$ cat src/core/css_map.svh
// constants for the charge stage sequencer
// Notes on behaviour
// - pre-charge, bulk, absorption, then separate float stage
// - starting stage chosen from battery voltage
// - pre-charge regulates pre-charge current, watches voltage
// - pre-charge to bulk at bulk threshold
// - bulk to pre-charge below threshold minus hysteresis
// - bulk regulates the bulk current setpoint
// - bulk to absorption at absorption threshold
// - absorption regulates voltage, watches sourced current
// - absorption to float below float current
// - float modulates on-time at float voltage
// - float to bulk below transition threshold
// - thresholds with hysteresis judged in bulk and absorption only
// - supply out of range halts charging
// - supply recovery re-picks stage from measurements
// - battery over temperature halts charging
`ifndef CSS_MAP_SVH
`define CSS_MAP_SVH
`define CSS_VAL_W 12
`define CSS_PERIOD_W 6
`define CSS_TARGET_RST 12'h000
`define CSS_DUTY_RST 6'h00
`define CSS_DUTY_STEP 6'h01
`endif

$ cat src/core/css_pkg.sv
// types for the charge stage sequencer
package css_pkg;
	// charge stages plus start-up and fault hold
	typedef enum logic [2:0] {
		STG_INIT,
		STG_PRE,
		STG_BULK,
		STG_ABS,
		STG_FLOAT,
		STG_HALT
	} css_stage_t;
endpackage

$ cat src/core/css_float_mod.sv
// float stage on-time modulator
`timescale 1ns/1ns
`include "css_map.svh"
module css_float_mod
	import css_pkg::*;
#(
	parameter int PERIOD_W = `CSS_PERIOD_W
)
(
	// clock and reset
	input wire logic clk,
	input wire logic rstn,
	input wire logic en,
	// control
	input wire logic active,
	input wire logic update,
	input wire logic below,
	// drive
	output logic drive
);
	// period counter and on-time
	logic [PERIOD_W-1:0] cnt_ff;
	logic [PERIOD_W-1:0] duty_ff;
	logic [PERIOD_W-1:0] nxt_duty;
	logic drive_ff;
	wire dutyMax = &duty_ff;
	wire dutyMin = ~|duty_ff;
	wire [PERIOD_W-1:0] step = PERIOD_W'(`CSS_DUTY_STEP);

	// refuse a period that cannot modulate
	generate
		if (PERIOD_W < 2)
		begin : g_chk
			$error("css_float_mod: PERIOD_W must be at least 2");
		end
	endgenerate

	// raise on-time while battery sits below float level, lower otherwise
	assign nxt_duty = !update ? duty_ff :
		(below ? (dutyMax ? duty_ff : duty_ff + step) : (dutyMin ? duty_ff : duty_ff - step));

	// counter, duty and drive flops
	always_ff @(posedge clk)
	begin
		if (!rstn || (en && !active))
		begin
			cnt_ff <= '0;
			duty_ff <= PERIOD_W'(`CSS_DUTY_RST);
			drive_ff <= 1'b0;
		end
		else if (en)
		begin
			cnt_ff <= cnt_ff + step;
			duty_ff <= nxt_duty;
			drive_ff <= (cnt_ff < duty_ff);
		end
	end

	assign drive = drive_ff;

	a_idle_no_drive: assert property (@(posedge clk) disable iff (!rstn)
		(!active && $past(en) && !$past(active)) |-> !drive)
		else $error("float drive while inactive");
endmodule

$ cat src/core/css_sequencer.sv
// charge stage sequencer top
`timescale 1ns/1ns
`include "css_map.svh"
module css_sequencer
	import css_pkg::*;
#(
	parameter int W = `CSS_VAL_W,
	parameter int PERIOD_W = `CSS_PERIOD_W
)
(
	// clock, reset, enable
	input wire logic clk,
	input wire logic rstn,
	input wire logic en,
	// measurements
	input wire logic measValid,
	input wire logic [W-1:0] battVolt,
	input wire logic [W-1:0] outCurr,
	input wire logic supplyOk,
	input wire logic [W-1:0] battTemp,
	// protection enables and limit
	input wire logic supplyChkEn,
	input wire logic tempChkEn,
	input wire logic [W-1:0] tempLimit,
	// setpoints
	input wire logic [W-1:0] preCurrSet,
	input wire logic [W-1:0] bulkCurrSet,
	input wire logic [W-1:0] bulkVoltThr,
	input wire logic [W-1:0] voltHyst,
	input wire logic [W-1:0] absVoltThr,
	input wire logic [W-1:0] floatCurrThr,
	input wire logic [W-1:0] floatVoltSet,
	input wire logic [W-1:0] floatBulkThr,
	// power stage commands
	output logic ccEn,
	output logic cvEn,
	output logic [W-1:0] currTarget,
	output logic [W-1:0] voltTarget,
	// status
	output css_stage_t stage,
	output logic halted
);
	// refuse widths the targets cannot hold
	generate
		if (W < 4 || W > 16)
		begin : g_chk
			$error("css_sequencer: W must be 4..16");
		end
	endgenerate

	// saturating subtract for hysteresis bands
	function automatic logic [W-1:0] subSat(input logic [W-1:0] a, input logic [W-1:0] b);
		subSat = (a > b) ? a - b : '0;
	endfunction

	// entry stage from the voltage picture
	function automatic css_stage_t pickStage(input logic geBulk, input logic geAbs);
		if (!geBulk)
			pickStage = STG_PRE;
		else if (!geAbs)
			pickStage = STG_BULK;
		else
			pickStage = STG_ABS;
	endfunction

	// state and registered comparisons
	css_stage_t stage_ff;
	css_stage_t nxt_stage;
	logic evalPend_ff;
	logic fault_ff;
	logic geBulk_ff;
	logic ltBulkHys_ff;
	logic geAbs_ff;
	logic ltAbsHys_ff;
	logic ltFloatCurr_ff;
	logic ltFloatBulk_ff;
	logic belowFloat_ff;
	logic ccEn_ff;
	logic cvEn_ff;
	logic [W-1:0] currTarget_ff;
	logic [W-1:0] voltTarget_ff;
	logic floatDrive;

	// fault picture
	wire supplyBad = supplyChkEn && !supplyOk;
	wire tempBad = tempChkEn && (battTemp > tempLimit);
	wire faultNow = supplyBad || tempBad;

	// compare decode, taken on each measurement update
	wire cGeBulk = battVolt >= bulkVoltThr;
	wire cLtBulkHys = battVolt < subSat(bulkVoltThr, voltHyst);
	wire cGeAbs = battVolt >= absVoltThr;
	wire cLtAbsHys = battVolt < subSat(absVoltThr, voltHyst);
	wire cLtFloatCurr = outCurr < floatCurrThr;
	wire cLtFloatBulk = battVolt < floatBulkThr;
	wire cBelowFloat = battVolt < floatVoltSet;

	// register the comparisons, evaluate one cycle later
	always_ff @(posedge clk)
	begin
		if (!rstn)
		begin
			evalPend_ff <= 1'b0;
			fault_ff <= 1'b0;
			geBulk_ff <= 1'b0;
			ltBulkHys_ff <= 1'b0;
			geAbs_ff <= 1'b0;
			ltAbsHys_ff <= 1'b0;
			ltFloatCurr_ff <= 1'b0;
			ltFloatBulk_ff <= 1'b0;
			belowFloat_ff <= 1'b0;
		end
		else if (en)
		begin
			evalPend_ff <= measValid;
			fault_ff <= faultNow;
			if (measValid)
			begin
				geBulk_ff <= cGeBulk;
				ltBulkHys_ff <= cLtBulkHys;
				geAbs_ff <= cGeAbs;
				ltAbsHys_ff <= cLtAbsHys;
				ltFloatCurr_ff <= cLtFloatCurr;
				ltFloatBulk_ff <= cLtFloatBulk;
				belowFloat_ff <= cBelowFloat;
			end
		end
	end

	// stage transitions, at most one step per update
	always_comb
	begin
		nxt_stage = stage_ff;
		if (fault_ff && stage_ff != STG_HALT)
			nxt_stage = STG_HALT;
		else if (evalPend_ff)
		begin
			unique case (stage_ff)
				STG_INIT: nxt_stage = pickStage(geBulk_ff, geAbs_ff);
				STG_PRE: if (geBulk_ff) nxt_stage = STG_BULK;
				STG_BULK:
				begin
					if (ltBulkHys_ff)
						nxt_stage = STG_PRE;
					else if (geAbs_ff)
						nxt_stage = STG_ABS;
				end
				STG_ABS:
				begin
					if (ltAbsHys_ff)
						nxt_stage = STG_BULK;
					else if (ltFloatCurr_ff)
						nxt_stage = STG_FLOAT;
				end
				STG_FLOAT: if (ltFloatBulk_ff) nxt_stage = STG_BULK;
				STG_HALT: if (!fault_ff) nxt_stage = pickStage(geBulk_ff, geAbs_ff);
			endcase
		end
	end

	// command decode per stage
	wire inPre = stage_ff == STG_PRE;
	wire inBulk = stage_ff == STG_BULK;
	wire inAbs = stage_ff == STG_ABS;
	wire inFloat = stage_ff == STG_FLOAT;
	wire nxtCc = inPre || inBulk;
	wire nxtCv = inAbs || (inFloat && floatDrive);
	wire [W-1:0] nxtCurr = inPre ? preCurrSet : (inBulk ? bulkCurrSet : '0);
	wire [W-1:0] nxtVolt = inAbs ? absVoltThr : (inFloat ? floatVoltSet : '0);

	// stage and command flops
	always_ff @(posedge clk)
	begin
		if (!rstn)
		begin
			stage_ff <= STG_INIT;
			ccEn_ff <= 1'b0;
			cvEn_ff <= 1'b0;
			currTarget_ff <= W'(`CSS_TARGET_RST);
			voltTarget_ff <= W'(`CSS_TARGET_RST);
		end
		else if (en)
		begin
			stage_ff <= nxt_stage;
			ccEn_ff <= nxtCc;
			cvEn_ff <= nxtCv;
			currTarget_ff <= nxtCurr;
			voltTarget_ff <= nxtVolt;
		end
	end

	// float on-time modulation
	css_float_mod #(
		.PERIOD_W(PERIOD_W)
	) u_float (
		.clk(clk),
		.rstn(rstn),
		.en(en),
		.active(inFloat),
		.update(evalPend_ff),
		.below(belowFloat_ff),
		.drive(floatDrive)
	);

	assign ccEn = ccEn_ff;
	assign cvEn = cvEn_ff;
	assign currTarget = currTarget_ff;
	assign voltTarget = voltTarget_ff;
	assign stage = stage_ff;
	assign halted = stage_ff == STG_HALT;

	// checks on stage flow and commands
	a_halt_no_drive: assert property (@(posedge clk) disable iff (!rstn)
		(halted && $past(en) && $past(halted)) |-> (!ccEn && !cvEn))
		else $error("drive while halted");
	a_pre_current: assert property (@(posedge clk) disable iff (!rstn)
		(en && inPre) |=> (ccEn && !cvEn && currTarget == $past(preCurrSet)))
		else $error("pre-charge current wrong");
	a_bulk_current: assert property (@(posedge clk) disable iff (!rstn)
		(en && inBulk) |=> (ccEn && currTarget == $past(bulkCurrSet)))
		else $error("bulk current wrong");
	a_abs_voltage: assert property (@(posedge clk) disable iff (!rstn)
		(en && inAbs) |=> (cvEn && !ccEn && voltTarget == $past(absVoltThr)))
		else $error("absorption not in voltage mode");
	a_pre_to_bulk: assert property (@(posedge clk) disable iff (!rstn)
		(en && inPre && evalPend_ff && !fault_ff && geBulk_ff) |=> stage == STG_BULK)
		else $error("missed pre-charge to bulk");
	a_bulk_to_pre: assert property (@(posedge clk) disable iff (!rstn)
		(en && inBulk && evalPend_ff && !fault_ff && ltBulkHys_ff) |=> stage == STG_PRE)
		else $error("missed bulk to pre-charge");
	a_bulk_to_abs: assert property (@(posedge clk) disable iff (!rstn)
		(en && inBulk && evalPend_ff && !fault_ff && !ltBulkHys_ff && geAbs_ff)
		|=> stage == STG_ABS)
		else $error("missed bulk to absorption");
	a_abs_to_float: assert property (@(posedge clk) disable iff (!rstn)
		(en && inAbs && evalPend_ff && !fault_ff && !ltAbsHys_ff && ltFloatCurr_ff)
		|=> stage == STG_FLOAT)
		else $error("missed absorption to float");
	a_abs_to_bulk: assert property (@(posedge clk) disable iff (!rstn)
		(en && inAbs && evalPend_ff && !fault_ff && ltAbsHys_ff) |=> stage == STG_BULK)
		else $error("missed absorption to bulk");
	a_float_to_bulk: assert property (@(posedge clk) disable iff (!rstn)
		(en && inFloat && evalPend_ff && !fault_ff && ltFloatBulk_ff) |=> stage == STG_BULK)
		else $error("missed float to bulk");
	a_fault_halts: assert property (@(posedge clk) disable iff (!rstn)
		(en && faultNow) ##1 en |=> halted)
		else $error("fault did not halt");
	a_step_on_update: assert property (@(posedge clk) disable iff (!rstn)
		(stage != $past(stage)) |-> ($past(evalPend_ff) || ($past(fault_ff) && halted)))
		else $error("stage moved without update");

	c_full_charge: cover property (@(posedge clk) disable iff (!rstn)
		inAbs ##1 inFloat);
	c_fault_resume: cover property (@(posedge clk) disable iff (!rstn)
		halted ##1 !halted);
	c_bulk_fallback: cover property (@(posedge clk) disable iff (!rstn)
		inBulk ##1 inPre);
endmodule

$ cat config.mk
export PLATFORM = sky130hd
export DESIGN_NAME = css_sequencer
export DESIGN_NICKNAME = d
export VERILOG_FILES = /design/src/core/css_pkg.sv /design/src/core/css_float_mod.sv /design/src/core/css_sequencer.sv
export VERILOG_INCLUDE_DIRS = /design/src /design/src/core
export SDC_FILE = /design/constraint.sdc
export NUM_CORES = 1
export LEC_CHECK = 0
export ABC_AREA = 1
export CAP_MARGIN = 5
export CORE_UTILIZATION = 45
export CTS_BUF_LIST = sky130_fd_sc_hd__clkbuf_2 sky130_fd_sc_hd__clkbuf_4 sky130_fd_sc_hd__clkbuf_8
export DETAILED_ROUTE_END_ITERATION = 6
export DONT_BUFFER_PORTS = 1
export SETUP_SLACK_MARGIN = 0.1
export SYNTH_ARGS = -nofsm -noshare
export SYNTH_HDL_FRONTEND = slang
export SYNTH_SLANG_ARGS = --single-unit
$ cat constraint.sdc
create_clock -name clk -period 2.48 [get_ports clk]
set_input_delay 0.124 -clock clk [delete_from_list [all_inputs] [get_ports clk]]
set_output_delay 0.124 -clock clk [all_outputs]
set_load 0.005 [all_outputs]
==> reports/summary.txt <==
======================================================================================
Sort of element at the end of the critical path .........................         flop
Syn Std Cell Area .......................................................   6073 sq um
Clk pin slew, worst setup/hold paths ....................................      0.09 ns
Ports placed on the boundary ............................................          181
Achievable clock frequency ..............................................   0.4567 GHz
Antenna diode count .....................................................            0
Number of buffers between clock root and the deepest sink ...............            2
Layout cell share with drive strength beyond 1 ..........................      0.07111
Root Driver .............................................................     clkbuf_8
Worst slew margin relative to its limit .................................       0.2132
CP arrival ..............................................................      2.44 ns
Final worst slack .......................................................    0.2902 ns
Starting utilization of the core area ...................................       0.4604
Most used flip-flop cell after synthesis ................................      dfxtp_1
Unique cell type count in the Yosys netlist .............................           42
Global-route congestion overflow total ..................................            0
Vertical extent of the die ..............................................     118.2 um
Number of inserted filler cells in the final layout .....................         1408
Cell taking the most area after synthesis ...............................         ha_1
Sum of routed wire segments on met1 .....................................      7829 um
Total Wirelength ........................................................     16340 um
Power density over cell area ............................................ 383.2 nW/um^2
Global-route wire length before repair ..................................     26680 um
Top cells by count, synth ............................................... inv_1 (184), nand2_1 (146), ha_1 (125), a21oi_1 (89), o21ai_0 (67)
Drc violations ..........................................................            0
Final-layout worst hold slack ...........................................   0.01632 ns
Detailed router's first-iteration violation count .......................          317
Final number of max-transition violations ...............................            0
CP dominant cell by count ...............................................      a21oi_1
Antenna violations before repair ........................................            0
Critical path peak fanout ...............................................            6
RSZ-0062 raised after global routing ....................................           no
Transition at the pin with the smallest max-transition slack ............     1.176 ns
Synth-to-layout area growth .............................................       6.819%
Clock insertion delay at the later pin of the skew report ...............      0.32 ns
Final setup viols .......................................................            0
H-tree depth reported by CTS ............................................            2
GP Congestion ...........................................................       0.8850
Number of flip-flops and latches in the synthesized netlist .............           51
Maximum number of pins on one net before global-route repair ............           35
Half-perimeter wire length after placement ..............................     13070 um
Warning count from the yosys run ........................................            0
Average via count per standard cell .....................................        5.369
Data required time of the worst path ....................................      2.73 ns
Wire per inst ...........................................................     15.18 um
Die X-Extent ............................................................     118.2 um
Sum of met2 wire segment lengths after detailed routing .................      7347 um
Top layer in use ........................................................         met4
Portion of the post-synthesis area used by sequential elements ..........       0.1681
Vias in the first global route ..........................................         5528
Post-route fraction of the period consumed by the critical path .........       0.8830
Cell-by-cell listing of the critical path ............................... inv_1 -> ha_1 -> fa_2 -> o21ai_2 -> nand3_1 -> nand3_2 -> o41ai_4 -> a21oi_1 -> o21ai_0 -> ha_1 -> a21oi_1 -> o21ai_0 -> nand3_1 -> a21oi_1 -> a211oi_2 -> nand2_1 -> a21oi_1
Async SR Flop Fraction ..................................................            0
Startpoint types ........................................................   input port
CORE AREA ...............................................................  13190 sq um
Number of detailed-route iterations in the first pass ...................            5
Synthesized area divided by synthesized cell count ......................  6.793 sq um
Library cell contributing the largest single delay on the critical path .         fa_2
Top cell type's share of synthesized area ...............................       0.2575
Die area ................................................................  13970 sq um
Sinks on the clock net ..................................................           51
Longest individual stage delay on the worst path ........................      0.37 ns
Synthesized Nets ........................................................         1173
Hold violation count in the final report ................................            0
Cell types with the largest area share after synthesis .................. ha_1 (26%), dfxtp_1 (17%), inv_1 (11%)
Port-buffer cells .......................................................            0
Result of the run ....................................................... finished clean
Leakage .................................................................  0.003490 uW
Inserted Clock Buffers ..................................................            5
Final nets ..............................................................         1179
Worst setup path class .................................................. input port to flop
Tightest Hold Check Type ................................................ input port to flop
End-of-flow core utilization ............................................       0.4918
Post-route antenna net violation count ..................................            0
Final setup skew ........................................................   0.01516 ns
Most instantiated library cell after synthesis ..........................        inv_1
Final critical-path required period .....................................     2.190 ns
Total met3 wirelength after detailed routing ............................       954 um
Total routing resource utilization after global routing .................       0.2373
Total number of vias ....................................................         5777
Number of violations of the max-capacitance limit .......................            0
CTS tree ................................................................          yes
Minimum setup slack after placement .....................................  -0.06262 ns
Peak VDD IR .............................................................    0.2197 mV
Post-synth EDFFs ........................................................            0
Cells after synthesis ...................................................          894
Row count ...............................................................           42
======================================================================================
[critical path, delay by kind of cell]
family	cells	cell delay, ns
AOI/OAI and AO/OA	9	1.04
adders and majority gates	3	0.89
and+or+nand+nor	4	0.34
buffers and inverters	1	0.02
[through the flow]
| step | power, uW | TNS (ns) | cells | cell area [sq um] |
|---|---|---|---|---|
| floorplan | 1665 | 0 | 894 | 6081 |
| global placement | 1869 | -0.02955 | 1065 | 6330 |
| detailed placement | 1874 | -0.06262 | 1065 | 6330 |
| CTS | 2497 | 0 | 1076 | 6476 |
| global route | 2710 | 0 | 1076 | 6487 |
| finish | 2486 | 0 | 1076 | 6487 |
[area by class of cell]
| cell class | instances | area, sq um | area share |
|---|---|---|---|
| multi-input cells | 633 | 4274 | 0.6588 |
| clock buffers | 6 | 76.32 | 0.01176 |
| clock inverters | 1 | 30.03 | 0.004629 |
| flip-flops and latches | 51 | 1021 | 0.1574 |
| inverters | 190 | 713.2 | 0.1099 |
| repair buffers | 19 | 152.6 | 0.02353 |
| well taps | 176 | 220.2 | 0.03394 |
[final timing paths]
kind / start / end / slack [ns] / cells after the start
setup / recovery: bulkVoltThr[0] / ltBulkHys_ff / 0.29 / 17
hold / removal: en / currTarget[8] / 0.02 / 2
setup reg to reg: stage[2] / cvEn / 0.48 / 4
hold reg to reg: u_float.cnt_ff[5] / u_float.cnt_ff[5] / 0.48 / 2
[flip-flops by register name, indices dropped and copies added (netlist names)]
register / cells
ltAbsHys_ff: 1
ccEn: 1
evalPend_ff: 1
ltFloatBulk_ff: 1
currTarget: 12
geBulk_ff: 1
u_float.cnt_ff: 6
stage: 3
u_float.drive: 1
u_float.duty_ff: 6
ltBulkHys_ff: 1
ltFloatCurr_ff: 1
geAbs_ff: 1
fault_ff: 1
voltTarget: 12
belowFloat_ff: 1
cvEn: 1
[power breakdown]
part	internal [uW]	switching, uW	leakage, uW
Combinational	407	573	0.00302
Sequential	864	44.1	0.000418
Clock	308	291	0.0000547
Total	1580	908	0.00349
[per-layer routing]
layer  track usage  vias to the layer above
li1              -                     3030
met1        0.3104                     2560
met2        0.4037                      173
met3       0.04199                       14
met4       0.05449                        0
met5             0                        -
[timing repair]
action / CTS / global route
hold buffers: 4 / 0
buffers inserted: 0 / 0
hold endpoints to repair: 39 / 0
endpoints found under the setup margin: 0 / 2
gates resized for setup: 0 / 6
[cells by family (layout without fill, tap and decap cells)]
family | Yosys count | in the layout | synth area share
compound gates | 219 | 219 | 0.2163
xor+xnor | 8 | 8 | 0.01154
fa+ha+maj | 128 | 128 | 0.2674
buf+inv | 210 | 216 | 0.1312
flops | 51 | 51 | 0.1681
simple gates | 278 | 278 | 0.2054
[cell usage in the layout, fill, tap and decap left out, types with 6 or more instances in the layout]
cell / instances
ha_1: 125
inv_2: 6
nand2_1: 145
nand3_1: 32
inv_1: 184
a211oi_1: 8
a21oi_1: 89
nor2_1: 48
o21ai_0: 65
nand4_1: 25
nor3_1: 6
a31o_2: 12
o221ai_1: 13
buf_4: 15
or2_2: 7
dfxtp_1: 51
Power figures use the tool's default switching activity.
